## src/pkg/swpm_params.svh

```systemverilog
`ifndef SWPM_PARAMS_SVH
`define SWPM_PARAMS_SVH
`define SWPM_A_CTRL 12'h000
`define SWPM_A_STAT 12'h004
`define SWPM_A_WAKECFG 12'h008
`define SWPM_A_CMPLO 12'h00c
`define SWPM_A_CMPHI 12'h010
`define SWPM_A_INC 12'h014
`define SWPM_A_CNTLO 12'h018
`define SWPM_A_CNTHI 12'h01c
`define SWPM_A_SLPCFG 12'h020
`define SWPM_A_DSMEM 12'h080
`define SWPM_DSMEM_WORDS 32
`define SWPM_B_SLEEP 0
`define SWPM_B_SLOWEN 1
`define SWPM_B_PINEN 0
`define SWPM_B_TMREN 3
`define SWPM_INC_RST 32'h00000001
`define SWPM_CMP_RST 64'hffffffffffffffff
`define SWPM_SLPCFG_RST 32'h00000000
`define SWPM_STEP_NS 64
`define SWPM_STEP_CYC ((`SWPM_STEP_NS + 7) / 8)
`endif

```

## src/pkg/swpm_pkg.sv

```systemverilog
package swpm_pkg;
   typedef enum logic [2:0]
   {
      SW_AWAKE, SW_GO_SLEEP1, SW_GO_SLEEP2, SW_ASLEEP, SW_WAKE1, SW_WAKE2
   } swpm_state_t;
   // wake pin mode: 0 high level, 1 low level, 2 rising, 3 falling
   typedef logic [1:0] swpm_pinmode_t;
endpackage : swpm_pkg

```

## src/pkg/swpm_rtc_if.sv

```systemverilog
`timescale 1ns/1ps
`default_nettype none
interface swpm_rtc_if;
   logic asleep;
   logic slow_en;
   logic [31:0] inc;
   logic [63:0] cmp;
   logic wr_lo;
   logic wr_hi;
   logic [31:0] wdata;
   logic [63:0] count;
   logic match;
   modport ctl (output asleep, slow_en, inc, cmp, wr_lo, wr_hi, wdata,
      input count, match);
   modport rtc (input asleep, slow_en, inc, cmp, wr_lo, wr_hi, wdata,
      output count, match);
endinterface : swpm_rtc_if
`default_nettype wire

```

## src/swpm_rtc.sv

```systemverilog
`timescale 1ns/1ps
`default_nettype none
module swpm_rtc
   import swpm_pkg::*;
(
   input wire logic clk,
   input wire logic rst_n,
   input wire logic ce,
   input wire logic slow_tick,
   swpm_rtc_if.rtc r
);
   logic [63:0] cnt_q;
   logic [63:0] step;
   always_comb
   begin
      step = 64'h1;
      if (r.asleep && r.slow_en)
         step = {32'h0, r.inc};
   end
   // ************************************************
   // counter
   // ************************************************
   always_ff @(posedge clk)
   begin
      if (!rst_n)
         cnt_q <= 64'h0;
      else if (ce)
      begin
         if (r.wr_lo)
            cnt_q <= {cnt_q[63:32], r.wdata};
         else if (r.wr_hi)
            cnt_q <= {r.wdata, cnt_q[31:0]};
         else if (!(r.asleep && r.slow_en) || slow_tick)
            cnt_q <= cnt_q + step;
      end
   end
   assign r.count = cnt_q;
   assign r.match = (cnt_q >= r.cmp);
endmodule : swpm_rtc
`default_nettype wire

```

## src/swpm_wake.sv

```systemverilog
`timescale 1ns/1ps
`default_nettype none
module swpm_wake
   import swpm_pkg::*;
(
   input wire logic clk,
   input wire logic rst_n,
   input wire logic ce,
   input wire logic pin,
   input wire swpm_pinmode_t mode,
   input wire logic arm,
   input wire logic clr,
   output logic hit
);
   logic pin_q;
   logic ev;
   logic hit_q;
   always_comb
   begin
      case (mode)
         2'h0: ev = pin;
         2'h1: ev = !pin;
         2'h2: ev = pin && !pin_q;
         2'h3: ev = !pin && pin_q;
         default: ev = 1'b0;
      endcase
   end
   always_ff @(posedge clk)
   begin
      if (!rst_n)
         pin_q <= 1'b0;
      else if (ce)
         pin_q <= pin;
   end
   // latched event, set wins over clear
   always_ff @(posedge clk)
   begin
      if (!rst_n)
         hit_q <= 1'b0;
      else if (ce)
      begin
         if (arm && ev)
            hit_q <= 1'b1;
         else if (clr)
            hit_q <= 1'b0;
      end
   end
   assign hit = hit_q;
endmodule : swpm_wake
`default_nettype wire

```

## src/swpm_top.sv

```systemverilog
`include "swpm_params.svh"
`timescale 1ns/1ps
`default_nettype none
module swpm_top
   import swpm_pkg::*;
(
   input wire logic CLK,
   input wire logic RST_N,
   input wire logic CE,
   input wire logic PSEL,
   input wire logic PENABLE,
   input wire logic PWRITE,
   input wire logic [11:0] PADDR,
   input wire logic [31:0] PWDATA,
   input wire logic [3:0] PSTRB,
   output logic [31:0] PRDATA,
   output logic PREADY,
   output logic PSLVERR,
   input wire logic WAKE_PIN,
   input wire logic SLOW_TICK,
   input wire logic POWER_GOOD,
   output logic CORE_PWR_EN,
   output logic PERIPH_PWR_EN,
   output logic IO_SUPPLY_EN,
   output logic WDOG_EN,
   output logic SYS_RESET,
   output logic [31:0] SLEEP_CFG
);
   // ************************************************
   // declarations
   // ************************************************
   swpm_rtc_if rif();
   swpm_state_t st_q;
   swpm_state_t st_d;
   logic [2:0] tmr_q;
   logic slow_en_q;
   logic [2:0] wcfg_q;
   logic [31:0] inc_q;
   logic [63:0] cmp_q;
   logic [31:0] slp_q;
   logic [31:0] mem [0:`SWPM_DSMEM_WORDS-1];
   logic [31:0] rdata_q;
   logic err_q;
   logic rst_q;
   logic wr;
   logic rd;
   logic mem_sel;
   logic sleep_req;
   logic pin_hit;
   logic wake_go;
   logic tmr_done;
   logic in_trans;
   logic [31:0] wmask;

   function automatic logic [31:0] lanes(input logic [31:0] old,
      input logic [31:0] nw, input logic [3:0] s);
      logic [31:0] r;
      r = old;
      for (int i = 0; i < 4; i++)
         if (s[i])
            r[i*8 +: 8] = nw[i*8 +: 8];
      return r;
   endfunction : lanes

   assign wr = PSEL && PENABLE && PWRITE && CE;
   assign rd = PSEL && PENABLE && !PWRITE && CE;
   assign mem_sel = PADDR[11:7] == 5'(`SWPM_A_DSMEM >> 7);
   assign wmask = lanes(32'h0, 32'hffffffff, PSTRB);
   assign sleep_req = wr && PADDR == `SWPM_A_CTRL && PSTRB[0]
      && PWDATA[`SWPM_B_SLEEP];

   // ************************************************
   // sub blocks
   // ************************************************
   swpm_rtc u_rtc
   (
      .clk(CLK),
      .rst_n(RST_N),
      .ce(CE),
      .slow_tick(SLOW_TICK),
      .r(rif.rtc)
   );
   assign rif.asleep = st_q == SW_ASLEEP;
   assign rif.slow_en = slow_en_q;
   assign rif.inc = inc_q;
   assign rif.cmp = cmp_q;
   assign rif.wr_lo = wr && PADDR == `SWPM_A_CNTLO;
   assign rif.wr_hi = wr && PADDR == `SWPM_A_CNTHI;
   assign rif.wdata = PWDATA;

   // pin events arm once the state has left SW_AWAKE and clear while awake
   swpm_wake u_wake
   (
      .clk(CLK),
      .rst_n(RST_N),
      .ce(CE),
      .pin(WAKE_PIN),
      .mode(swpm_pinmode_t'(wcfg_q[2:1])),
      .arm(wcfg_q[`SWPM_B_PINEN] && st_q != SW_AWAKE),
      .clr(st_q == SW_AWAKE),
      .hit(pin_hit)
   );

   // timer compare is a level, so a match during entry persists
   assign wake_go = pin_hit
      || (slp_q[`SWPM_B_TMREN] && rif.match);

   // ************************************************
   // power state machine
   // ************************************************
   assign tmr_done = tmr_q == 3'(`SWPM_STEP_CYC - 1);
   assign in_trans = st_q != SW_AWAKE && st_q != SW_ASLEEP;
   always_comb
   begin
      st_d = st_q;
      case (st_q)
         SW_AWAKE:
            if (sleep_req)
               st_d = SW_GO_SLEEP1;
         SW_GO_SLEEP1:
            if (tmr_done)
               st_d = SW_GO_SLEEP2;
         SW_GO_SLEEP2:
            if (tmr_done)
               st_d = SW_ASLEEP;
         SW_ASLEEP:
            if (wake_go)
               st_d = SW_WAKE1;
         SW_WAKE1:
            if (tmr_done)
               st_d = SW_WAKE2;
         SW_WAKE2:
            if (tmr_done)
               st_d = SW_AWAKE;
         default:
            st_d = SW_AWAKE;
      endcase
      if (in_trans && !POWER_GOOD)
         st_d = SW_AWAKE;
   end
   always_ff @(posedge CLK)
   begin
      if (!RST_N)
         st_q <= SW_AWAKE;
      else if (CE)
         st_q <= st_d;
   end
   // sub-state step counter, restarts on every state change
   always_ff @(posedge CLK)
   begin
      if (!RST_N)
         tmr_q <= 3'h0;
      else if (CE)
      begin
         if (st_d != st_q || !in_trans)
            tmr_q <= 3'h0;
         else
            tmr_q <= tmr_q + 3'h1;
      end
   end
   always_ff @(posedge CLK)
   begin
      if (!RST_N)
         rst_q <= 1'b0;
      else if (CE)
         rst_q <= in_trans && !POWER_GOOD;
   end

   // ************************************************
   // registers
   // ************************************************
   always_ff @(posedge CLK)
   begin
      if (!RST_N)
      begin
         slow_en_q <= 1'b0;
         wcfg_q <= 3'h0;
         inc_q <= `SWPM_INC_RST;
         cmp_q <= `SWPM_CMP_RST;
         slp_q <= `SWPM_SLPCFG_RST;
      end
      else if (wr)
      begin
         case (PADDR)
            `SWPM_A_CTRL:
               if (PSTRB[0])
                  slow_en_q <= PWDATA[`SWPM_B_SLOWEN];
            `SWPM_A_WAKECFG:
               if (PSTRB[0])
                  wcfg_q <= PWDATA[2:0];
            `SWPM_A_CMPLO:
               cmp_q[31:0] <= lanes(cmp_q[31:0], PWDATA, PSTRB);
            `SWPM_A_CMPHI:
               cmp_q[63:32] <= lanes(cmp_q[63:32], PWDATA, PSTRB);
            `SWPM_A_INC:
               inc_q <= lanes(inc_q, PWDATA, PSTRB);
            `SWPM_A_SLPCFG:
               slp_q <= lanes(slp_q, PWDATA, PSTRB);
            default:
               slp_q <= slp_q;
         endcase
      end
   end
   // deep sleep memory has no reset so contents survive sleep
   always_ff @(posedge CLK)
   begin
      if (wr && mem_sel)
         mem[PADDR[6:2]] <= (mem[PADDR[6:2]] & ~wmask) | (PWDATA & wmask);
   end
   // read data is captured in the setup phase
   always_ff @(posedge CLK)
   begin
      if (!RST_N)
      begin
         rdata_q <= 32'h0;
         err_q <= 1'b0;
      end
      else if (CE && PSEL && !PENABLE)
      begin
         err_q <= 1'b0;
         if (mem_sel)
            rdata_q <= mem[PADDR[6:2]];
         else
         begin
            case (PADDR)
               `SWPM_A_CTRL:
                  rdata_q <= {30'h0, slow_en_q, 1'b0};
               `SWPM_A_STAT:
                  rdata_q <= {27'h0, pin_hit, rif.match, 3'(st_q)};
               `SWPM_A_WAKECFG:
                  rdata_q <= {29'h0, wcfg_q};
               `SWPM_A_CMPLO:
                  rdata_q <= cmp_q[31:0];
               `SWPM_A_CMPHI:
                  rdata_q <= cmp_q[63:32];
               `SWPM_A_INC:
                  rdata_q <= inc_q;
               `SWPM_A_CNTLO:
                  rdata_q <= rif.count[31:0];
               `SWPM_A_CNTHI:
                  rdata_q <= rif.count[63:32];
               `SWPM_A_SLPCFG:
                  rdata_q <= slp_q;
               default:
               begin
                  rdata_q <= 32'h0;
                  err_q <= 1'b1;
               end
            endcase
         end
      end
   end

   // ************************************************
   // outputs
   // ************************************************
   assign PRDATA = rdata_q;
   assign PREADY = 1'b1;
   assign PSLVERR = PSEL && PENABLE && err_q;
   assign CORE_PWR_EN = st_q != SW_ASLEEP;
   assign PERIPH_PWR_EN = st_q != SW_ASLEEP;
   assign IO_SUPPLY_EN = st_q == SW_AWAKE;
   assign WDOG_EN = st_q == SW_AWAKE;
   assign SYS_RESET = rst_q;
   assign SLEEP_CFG = slp_q;
endmodule : swpm_top
`default_nettype wire

```

## config.mk

```make
export PLATFORM = sky130hd
export DESIGN_NAME = swpm_top
export DESIGN_NICKNAME = d
export VERILOG_FILES = /design/src/pkg/swpm_pkg.sv /design/src/pkg/swpm_rtc_if.sv /design/src/swpm_rtc.sv /design/src/swpm_wake.sv /design/src/swpm_top.sv
export VERILOG_INCLUDE_DIRS = /design/src /design/src/pkg
export SDC_FILE = /design/constraint.sdc
export NUM_CORES = 2
export LEC_CHECK = 0
export BUFFER_PORTS_ARGS = -buffer_cell sky130_fd_sc_hd__buf_2
export CAP_MARGIN = 40
export CORE_MARGIN = 2
export CORE_UTILIZATION = 25
export CTS_CLUSTER_SIZE = 8
export DETAILED_ROUTE_END_ITERATION = 6
export PLACE_DENSITY_LB_ADDON = 0.3
export SYNTH_ARGS = -nofsm -noshare
export SYNTH_HDL_FRONTEND = slang
export SYNTH_SLANG_ARGS = --single-unit
```

## constraint.sdc

```tcl
create_clock -name CLK -period 3.7 [get_ports CLK]
set_clock_uncertainty 0.1 [all_clocks]
set_input_delay 0 -clock CLK [delete_from_list [all_inputs] [get_ports CLK]]
set_output_delay 0 -clock CLK [all_outputs]
set_load 0.02 [all_outputs]
```

Word-level counts from Yosys, hierarchy flattened
Memory sizes are Yosys's and may differ from the RTL's.
Index checks and enable logic that the tools add are counted.
{"block": "totals", "elab_cells": 141, "reg_bits": 238, "out_inout_bits": 71, "n_memories": 1, "ram_bits": 1024}
{"memory": "mem", "words": 32, "word_bits": 32, "rd": 1, "rd_ports_with_merged_regs": 0, "wr": 1, "line": "swpm_top.sv:41", "text": "logic [31:0] mem [0:`SWPM_DSMEM_WORDS-1];"}
{"block": "op_classes", "order_cmp": 1, "n_mux": 26, "n_reduce_logical": 58, "bitwise_logic": 5, "addsub": 2, "n_eq_ne": 21}
{"op": "32-bit one-hot mux with 9 select lines", "n": 1}
{"op": "64-bit two-way mux", "n": 2}
{"op": "32-bit two-way mux", "n": 3}
{"op": "64-bit by 32-bit adder with 64-bit output", "n": 1}
{"op": "32-bit AND", "n": 2}
{"op": "64-bit >= comparator", "n": 1}
{"op": "3-bit AND reduction", "n": 20}
{"op": "12-bit by 5-bit equality test with 1-bit output (second input constant)", "n": 4}
{"op": "8-bit two-way mux", "n": 4}
{"op": "32-bit NOT", "n": 1}
{"op": "32-bit OR", "n": 1}
{"op": "12-bit by 4-bit equality test with 1-bit output (second input constant)", "n": 2}
{"op": "3-bit two-way mux", "n": 8}
{"op": "1-bit logical AND", "n": 20}
{"op": "3-bit one-hot mux with 6 select lines", "n": 1}
{"op": "12-bit by 3-bit equality test with 1-bit output (second input constant)", "n": 1}
{"op": "12-bit by 6-bit equality test with 1-bit output (second input constant)", "n": 1}
{"op": "12-bit logical NOT", "n": 1}
{"op": "3-bit equality test (second input constant)", "n": 3}
{"op": "9-bit OR reduction", "n": 1}
{"op": "3-bit by 2-bit equality test with 1-bit output (second input constant)", "n": 2}
{"op": "1-bit logical NOT", "n": 6}
{"op": "1-bit two-way mux", "n": 6}
{"op": "2-bit nonzero test", "n": 3}
{"op": "other kinds (15)", "n": 18}

Longest topological paths before layout
{"block": "logic_depth", "word_depth": 12, "mapped_depth": 17, "depth_no_buf": 15}

Modules after synthesis
A second synthesis with hierarchy kept.
{"block": "unflattened", "cells_unflattened": 3855, "hier_area_um2": 55298.0}
{"module": "swpm_top", "n_inst": 1, "cells_per_inst": 2857, "area_each_um2": 47898.4}
{"module": "swpm_rtc", "n_inst": 1, "cells_per_inst": 986, "area_each_um2": 7295.7}
{"module": "swpm_wake", "n_inst": 1, "cells_per_inst": 12, "area_each_um2": 103.8}

Least setup slack after synthesis
OpenSTA, ideal clock, no wires.
{"block": "synth_path", "kind": "register -> register", "from": "register st_q[0]", "to": "register u_rtc.cnt_q[58], in the netlist u_rtc.r.count[58]", "path_stages_with_launch": 18, "setup_time_ns": 0.120, "arrival_time_ns": 3.732, "slack_ns": -0.252, "period_less_slack_ns": 3.952, "cell_sequence": "dfxtp_1 > clkbuf_1 > nand2_1 > nor2_1 > nand2_1 > or2_2 > ha_1 > fa_1 > a211oi_1 > nor3_1 > o21bai_1 > o31ai_1 > o211a_2 > nor3_4 > or2_1 > buf_6 > nor4b_1 > o31a_1"}
{"block": "synth_between", "elab_chain_len": 6}
{"element": "start, declared", "line": "swpm_top.sv:33", "text": "swpm_state_t st_q;"}
{"element": "start signal, assigned", "line": "swpm_top.sv:146", "text": "st_q <= st_d;"}
{"element": "3-bit by 2-bit equality test with 1-bit output *", "line": "swpm_top.sv:83", "text": "assign rif.asleep = st_q == SW_ASLEEP;"}
{"element": "1-bit logical AND *", "line": "swpm_rtc.sv:17, swpm_rtc.sv:33"}
{"element": "32-bit two-way mux or 1-bit logical NOT (tied branches)", "line": "swpm_rtc.sv:17, swpm_rtc.sv:33"}
{"element": "64-bit by 32-bit adder with 64-bit output or 1-bit logical OR (tied branches)", "line": "swpm_rtc.sv:34, swpm_rtc.sv:33"}
{"element": "64-bit two-way mux or 2-bit nonzero test (tied branches)"}
{"element": "64-bit two-way mux or 3-bit AND reduction (tied branches)"}
{"element": "end signal, assigned", "line": "swpm_rtc.sv:30", "text": "cnt_q <= {cnt_q[63:32], r.wdata};"}
{"element": "end signal, assigned", "line": "swpm_rtc.sv:32", "text": "cnt_q <= {r.wdata, cnt_q[31:0]};"}
{"element": "end signal, assigned", "line": "swpm_rtc.sv:34", "text": "cnt_q <= cnt_q + step;"}
{"element": "end, declared", "line": "swpm_rtc.sv:12", "text": "logic [63:0] cnt_q;"}
Mark *: on every way between the ends. The rest lies on a longest branch, timed or not. The select of a mux whose other input is x is not followed.
A chain may end at the register's enable or synchronous reset.

Final worst setup path
{"block": "layout_path", "from": "register st_q[1]", "to": "register u_rtc.cnt_q[46], in the netlist u_rtc.r.count[46]"}
Same word-level chain as after synthesis.

==> results.txt <==
* Final Routed Wirelength: 179 mm
- Detailed placement ended at an HPWL of 114 mm.
- TritonCTS Buffers: 176
* Outcome: finished clean
- The worst setup path is captured at a flop.
* Congestion Overflow GR: 0
- Total standard cell area after synthesis: 0.0536 sq mm
- The analysis attributes to cell leakage a power of 21.9 nW.
- Most common cell after layout, fill and taps aside: sky130_fd_sc_hd__edfxtp_1
- After detailed routing, the average wire length per cell comes to 27.1 um.
* GPL Wtd Cong: 0.903
* Clock Root Buffer: sky130_fd_sc_hd__clkbuf_16
- The number of antenna violations at the first check in global routing came to 8.
* Final critical path time including I/O delays and setup: 3.59 ns
- Period Utilization, post-route: 0.971
- After synthesis the netlist holds a flip-flop and latch count of 1262.
- R2r worst-path depth: 17
* Crit. Startpoint: st_q[1]
- Among all flip-flop cells after synthesis, the most frequent one is sky130_fd_sc_hd__edfxtp_1.
* Crit path to: u_rtc.r.count[46]
- Post-route design area: 0.0653 sq mm
- Cell variety after synth: 88
- Overall global routing resource usage: 0.162
* Total of buffers placed on input and output ports: 126
* Chip Height: 467 um
* # IOs: 128
- The routed design uses 84.8 mm of met2 wire.
- The clock drives 1262 sinks.
* Total met3 wirelength after detailed routing: 11.7 mm
- In this run the core area contains 170 standard-cell rows.
- Clock insertion delay at the later pin of the skew report: 0.80 ns
- The share of the Yosys chip area taken by registers is 0.662.
* Register-to-Register Setup Slack: 0.11 ns
- Final hold viol count: 0
- Clock-pin slew on the worst setup and hold paths: 0.06 ns
* Type of element launching the critical path: flop
- Setup total negative slack on the finished layout was measured at 0 ns.
- Critical path, cell by cell: nand2_2, nor2_4, nand2_2, or2_4, ha_4, fa_2, a211oi_4, nor3_2, o21bai_1, buf_4, o31ai_2, o211a_2, nor3_4, or2_4, buf_6, o32ai_2, nor3b_1
- Based on the critical path, the design can be clocked at up to 278 MHz.
- Power Total: 32.2 mW
- The worst setup path is of the flop to flop kind.
- Number of enable flip-flop cells after synthesis: 1024
- Headroom to the max-slew limit came out at 0.381.
* Number of global-route vias before repair: 33600
* Delay of the slowest cell on the worst path: 0.37 ns
- Final ANT Viol Nets: 0
- The first global-routing pass estimated 255 mm of wire.
* Highest metal layer with signal wires: met4
* CTS tree: yes
- Width of the die: 467 um
- Of all flip-flops after synthesis, the portion carrying an async set or reset was 0.
* Die outline area: 0.218 sq mm
- Least-Margin Pin Slew: 0.918 ns
- Vias: 33500
- STA puts the critical path data required time at 4.30 ns.
- For this block, wires on met1 add up to 78.1 mm.
- Synthesis produced 3312 cells.
* Power Density: 493 mW/mm^2
- The clock passes through at most 3 buffers.
- DRC violation count after routing: 0
- Commonest cells after routing, fill and taps aside: sky130_fd_sc_hd__edfxtp_1 (1024), sky130_fd_sc_hd__mux4_2 (320), sky130_fd_sc_hd__dfxtp_1 (236)
- Initial drt markers: 3527
- In this run the critical register-to-register path is launched from st_q[1].
* Area growth, synth to finish: 21.7%
* Worst path slowest cell: sky130_fd_sc_hd__fa_2
* Syn_area_per_cell: 16.2 sq um
- The number of nets handed over by synthesis was 3468.
* HP Class: input port to flop
- In this run the critical register-to-register path is captured at u_rtc.r.count[46].
- Maximum level of the CTS H-tree: 4
* Number of setup violations in the final report: 0
- Entering global routing, the biggest net connects 134 pins.
- Data on the critical path arrives at its endpoint at 4.19 ns.
* Total iterations of the first detailed-routing run: 7
- Total of max-cap violations: 0
- Area of the core: 0.214 sq mm
* Setup repair after global routing missed its margin: yes
- Avg Vias per Cell: 5.06
* Peak fanout along the critical path: 5
- For this configuration, the core starts out at a cell density of 0.251.
- Total number of nets in the final design: 3878
- Area of placed instances: 0.0597 sq mm
- Across the VDD grid, the largest voltage drop is 0.386 mV.
- Number of warnings issued by yosys: 0
- Of the cells placed in the final design, the portion with a size suffix greater than 1 is 0.274.
- The max-slew violation count was 0.
-- through the flow --
stage	hold slack, ns	instances	worst slack, ns	util
6_report	0.0580	6620	0.108	0.305
5_1_grt	0.0854	6617	-0.0632	0.305
4_1_cts	0.00661	6613	0.00456	0.305
3_5_place_dp	0.195	6313	-0.0391	0.279
3_3_place_gp	0.173	6309	-0.165	0.278
2_1_floorplan	0.0360	3312	0.0422	-
-- cell usage after synthesis (48+ instances only) --
library cell               count  area (sq um)
sky130_fd_sc_hd__buf_2        48           240
sky130_fd_sc_hd__mux2i_1      65           651
sky130_fd_sc_hd__o211ai_1     76           571
sky130_fd_sc_hd__mux2_2       68           766
sky130_fd_sc_hd__inv_1        78           293
sky130_fd_sc_hd__a21oi_1     118           591
sky130_fd_sc_hd__mux4_2      320          7210
sky130_fd_sc_hd__o21ai_0      96           480
sky130_fd_sc_hd__nand2_1     210           788
sky130_fd_sc_hd__edfxtp_1   1024         30700
sky130_fd_sc_hd__a22oi_1      68           510
sky130_fd_sc_hd__dfxtp_1     238          4760
sky130_fd_sc_hd__clkbuf_1    134           503
sky130_fd_sc_hd__nor2_1      181           679
sky130_fd_sc_hd__ha_1         98          1230
sky130_fd_sc_hd__and3_1       51           319
-- power breakdown --
| part | switching (mW) | internal [mW] | leakage, nW |
|---|---|---|---|
| Sequential | 0.0662 | 15.6 | 11.1 |
| Combinational | 1.21 | 0.690 | 8.47 |
| Clock | 5.94 | 8.66 | 2.33 |
| Total | 7.21 | 25.0 | 21.9 |
-- cells by family after synthesis --
family | share of synthesized area
other | 0.0000699
buffers and inverters | 0.0212
adder cells (fa/ha/maj) | 0.0232
AND/OR/NAND/NOR | 0.0533
XOR/XNOR | 0.00457
AO/OA/AOI/OAI | 0.0747
flip-flops | 0.662
multiplexers | 0.161
-- layer usage --
layer / up-vias / GRT usage
li1: 14100 / -
met1: 17800 / 0.221
met5: - / 0
met4: 0 / 0.0503
met2: 1260 / 0.263
met3: 246 / 0.0290
-- state kept, by name, summed over array words and instances, names as in the netlist --
register	count
PRDATA	32
SLEEP_CFG	32
SYS_RESET	1
cmp_q	64
err_q	1
inc_q	32
mem	1024
rif.slow_en	1
st_q	3
tmr_q	3
u_rtc.r.count	64
u_wake.hit	1
u_wake.pin_q	1
wcfg_q	3
-- layout make-up --
cell class | instances | area [sq um]
clock inverter | 10 | 209
clock buffer | 223 | 4610
multi-input combinational | 1771 | 17400
timing repair buffer | 433 | 3720
sequential | 1262 | 35500
antenna | 5 | 12.5
fill | 21100 | 149000
tap | 2838 | 3550
inverter | 78 | 295
-- worst min-delay path by stage --
stage	slack (ns)	endpoint	depth (start not counted)	start
floorplan	0.04	inc_q[3]	2	PWDATA[3]
global route	0.09	u_rtc.r.count[32]	7	PSEL
detailed placement	0.20	u_wake.pin_q	3	WAKE_PIN
CTS	0.007	u_rtc.r.count[32]	7	PSEL
global placement	0.17	u_wake.pin_q	3	WAKE_PIN
finish	0.06	u_rtc.r.count[32]	7	PSEL
-- worst max-delay path, delay by kind of cell, from the launching register on --
kind            cells  cell delay, ns
flops               1            0.33
fa+ha+maj           2            0.53
simple gates        8            1.38
compound gates      5            0.87
buf+inv             2            0.26
-- timing repair --
action / CTS / global route
hold buffers: 67 / 0
setup endpoints to repair: 18 / 34
endpoints found under the hold margin: 248 / 0
pin swaps: 1 / 15
setup buffers: 0 / 2
resized for setup: 4 / 24
Power figures use the tool's default switching activity.
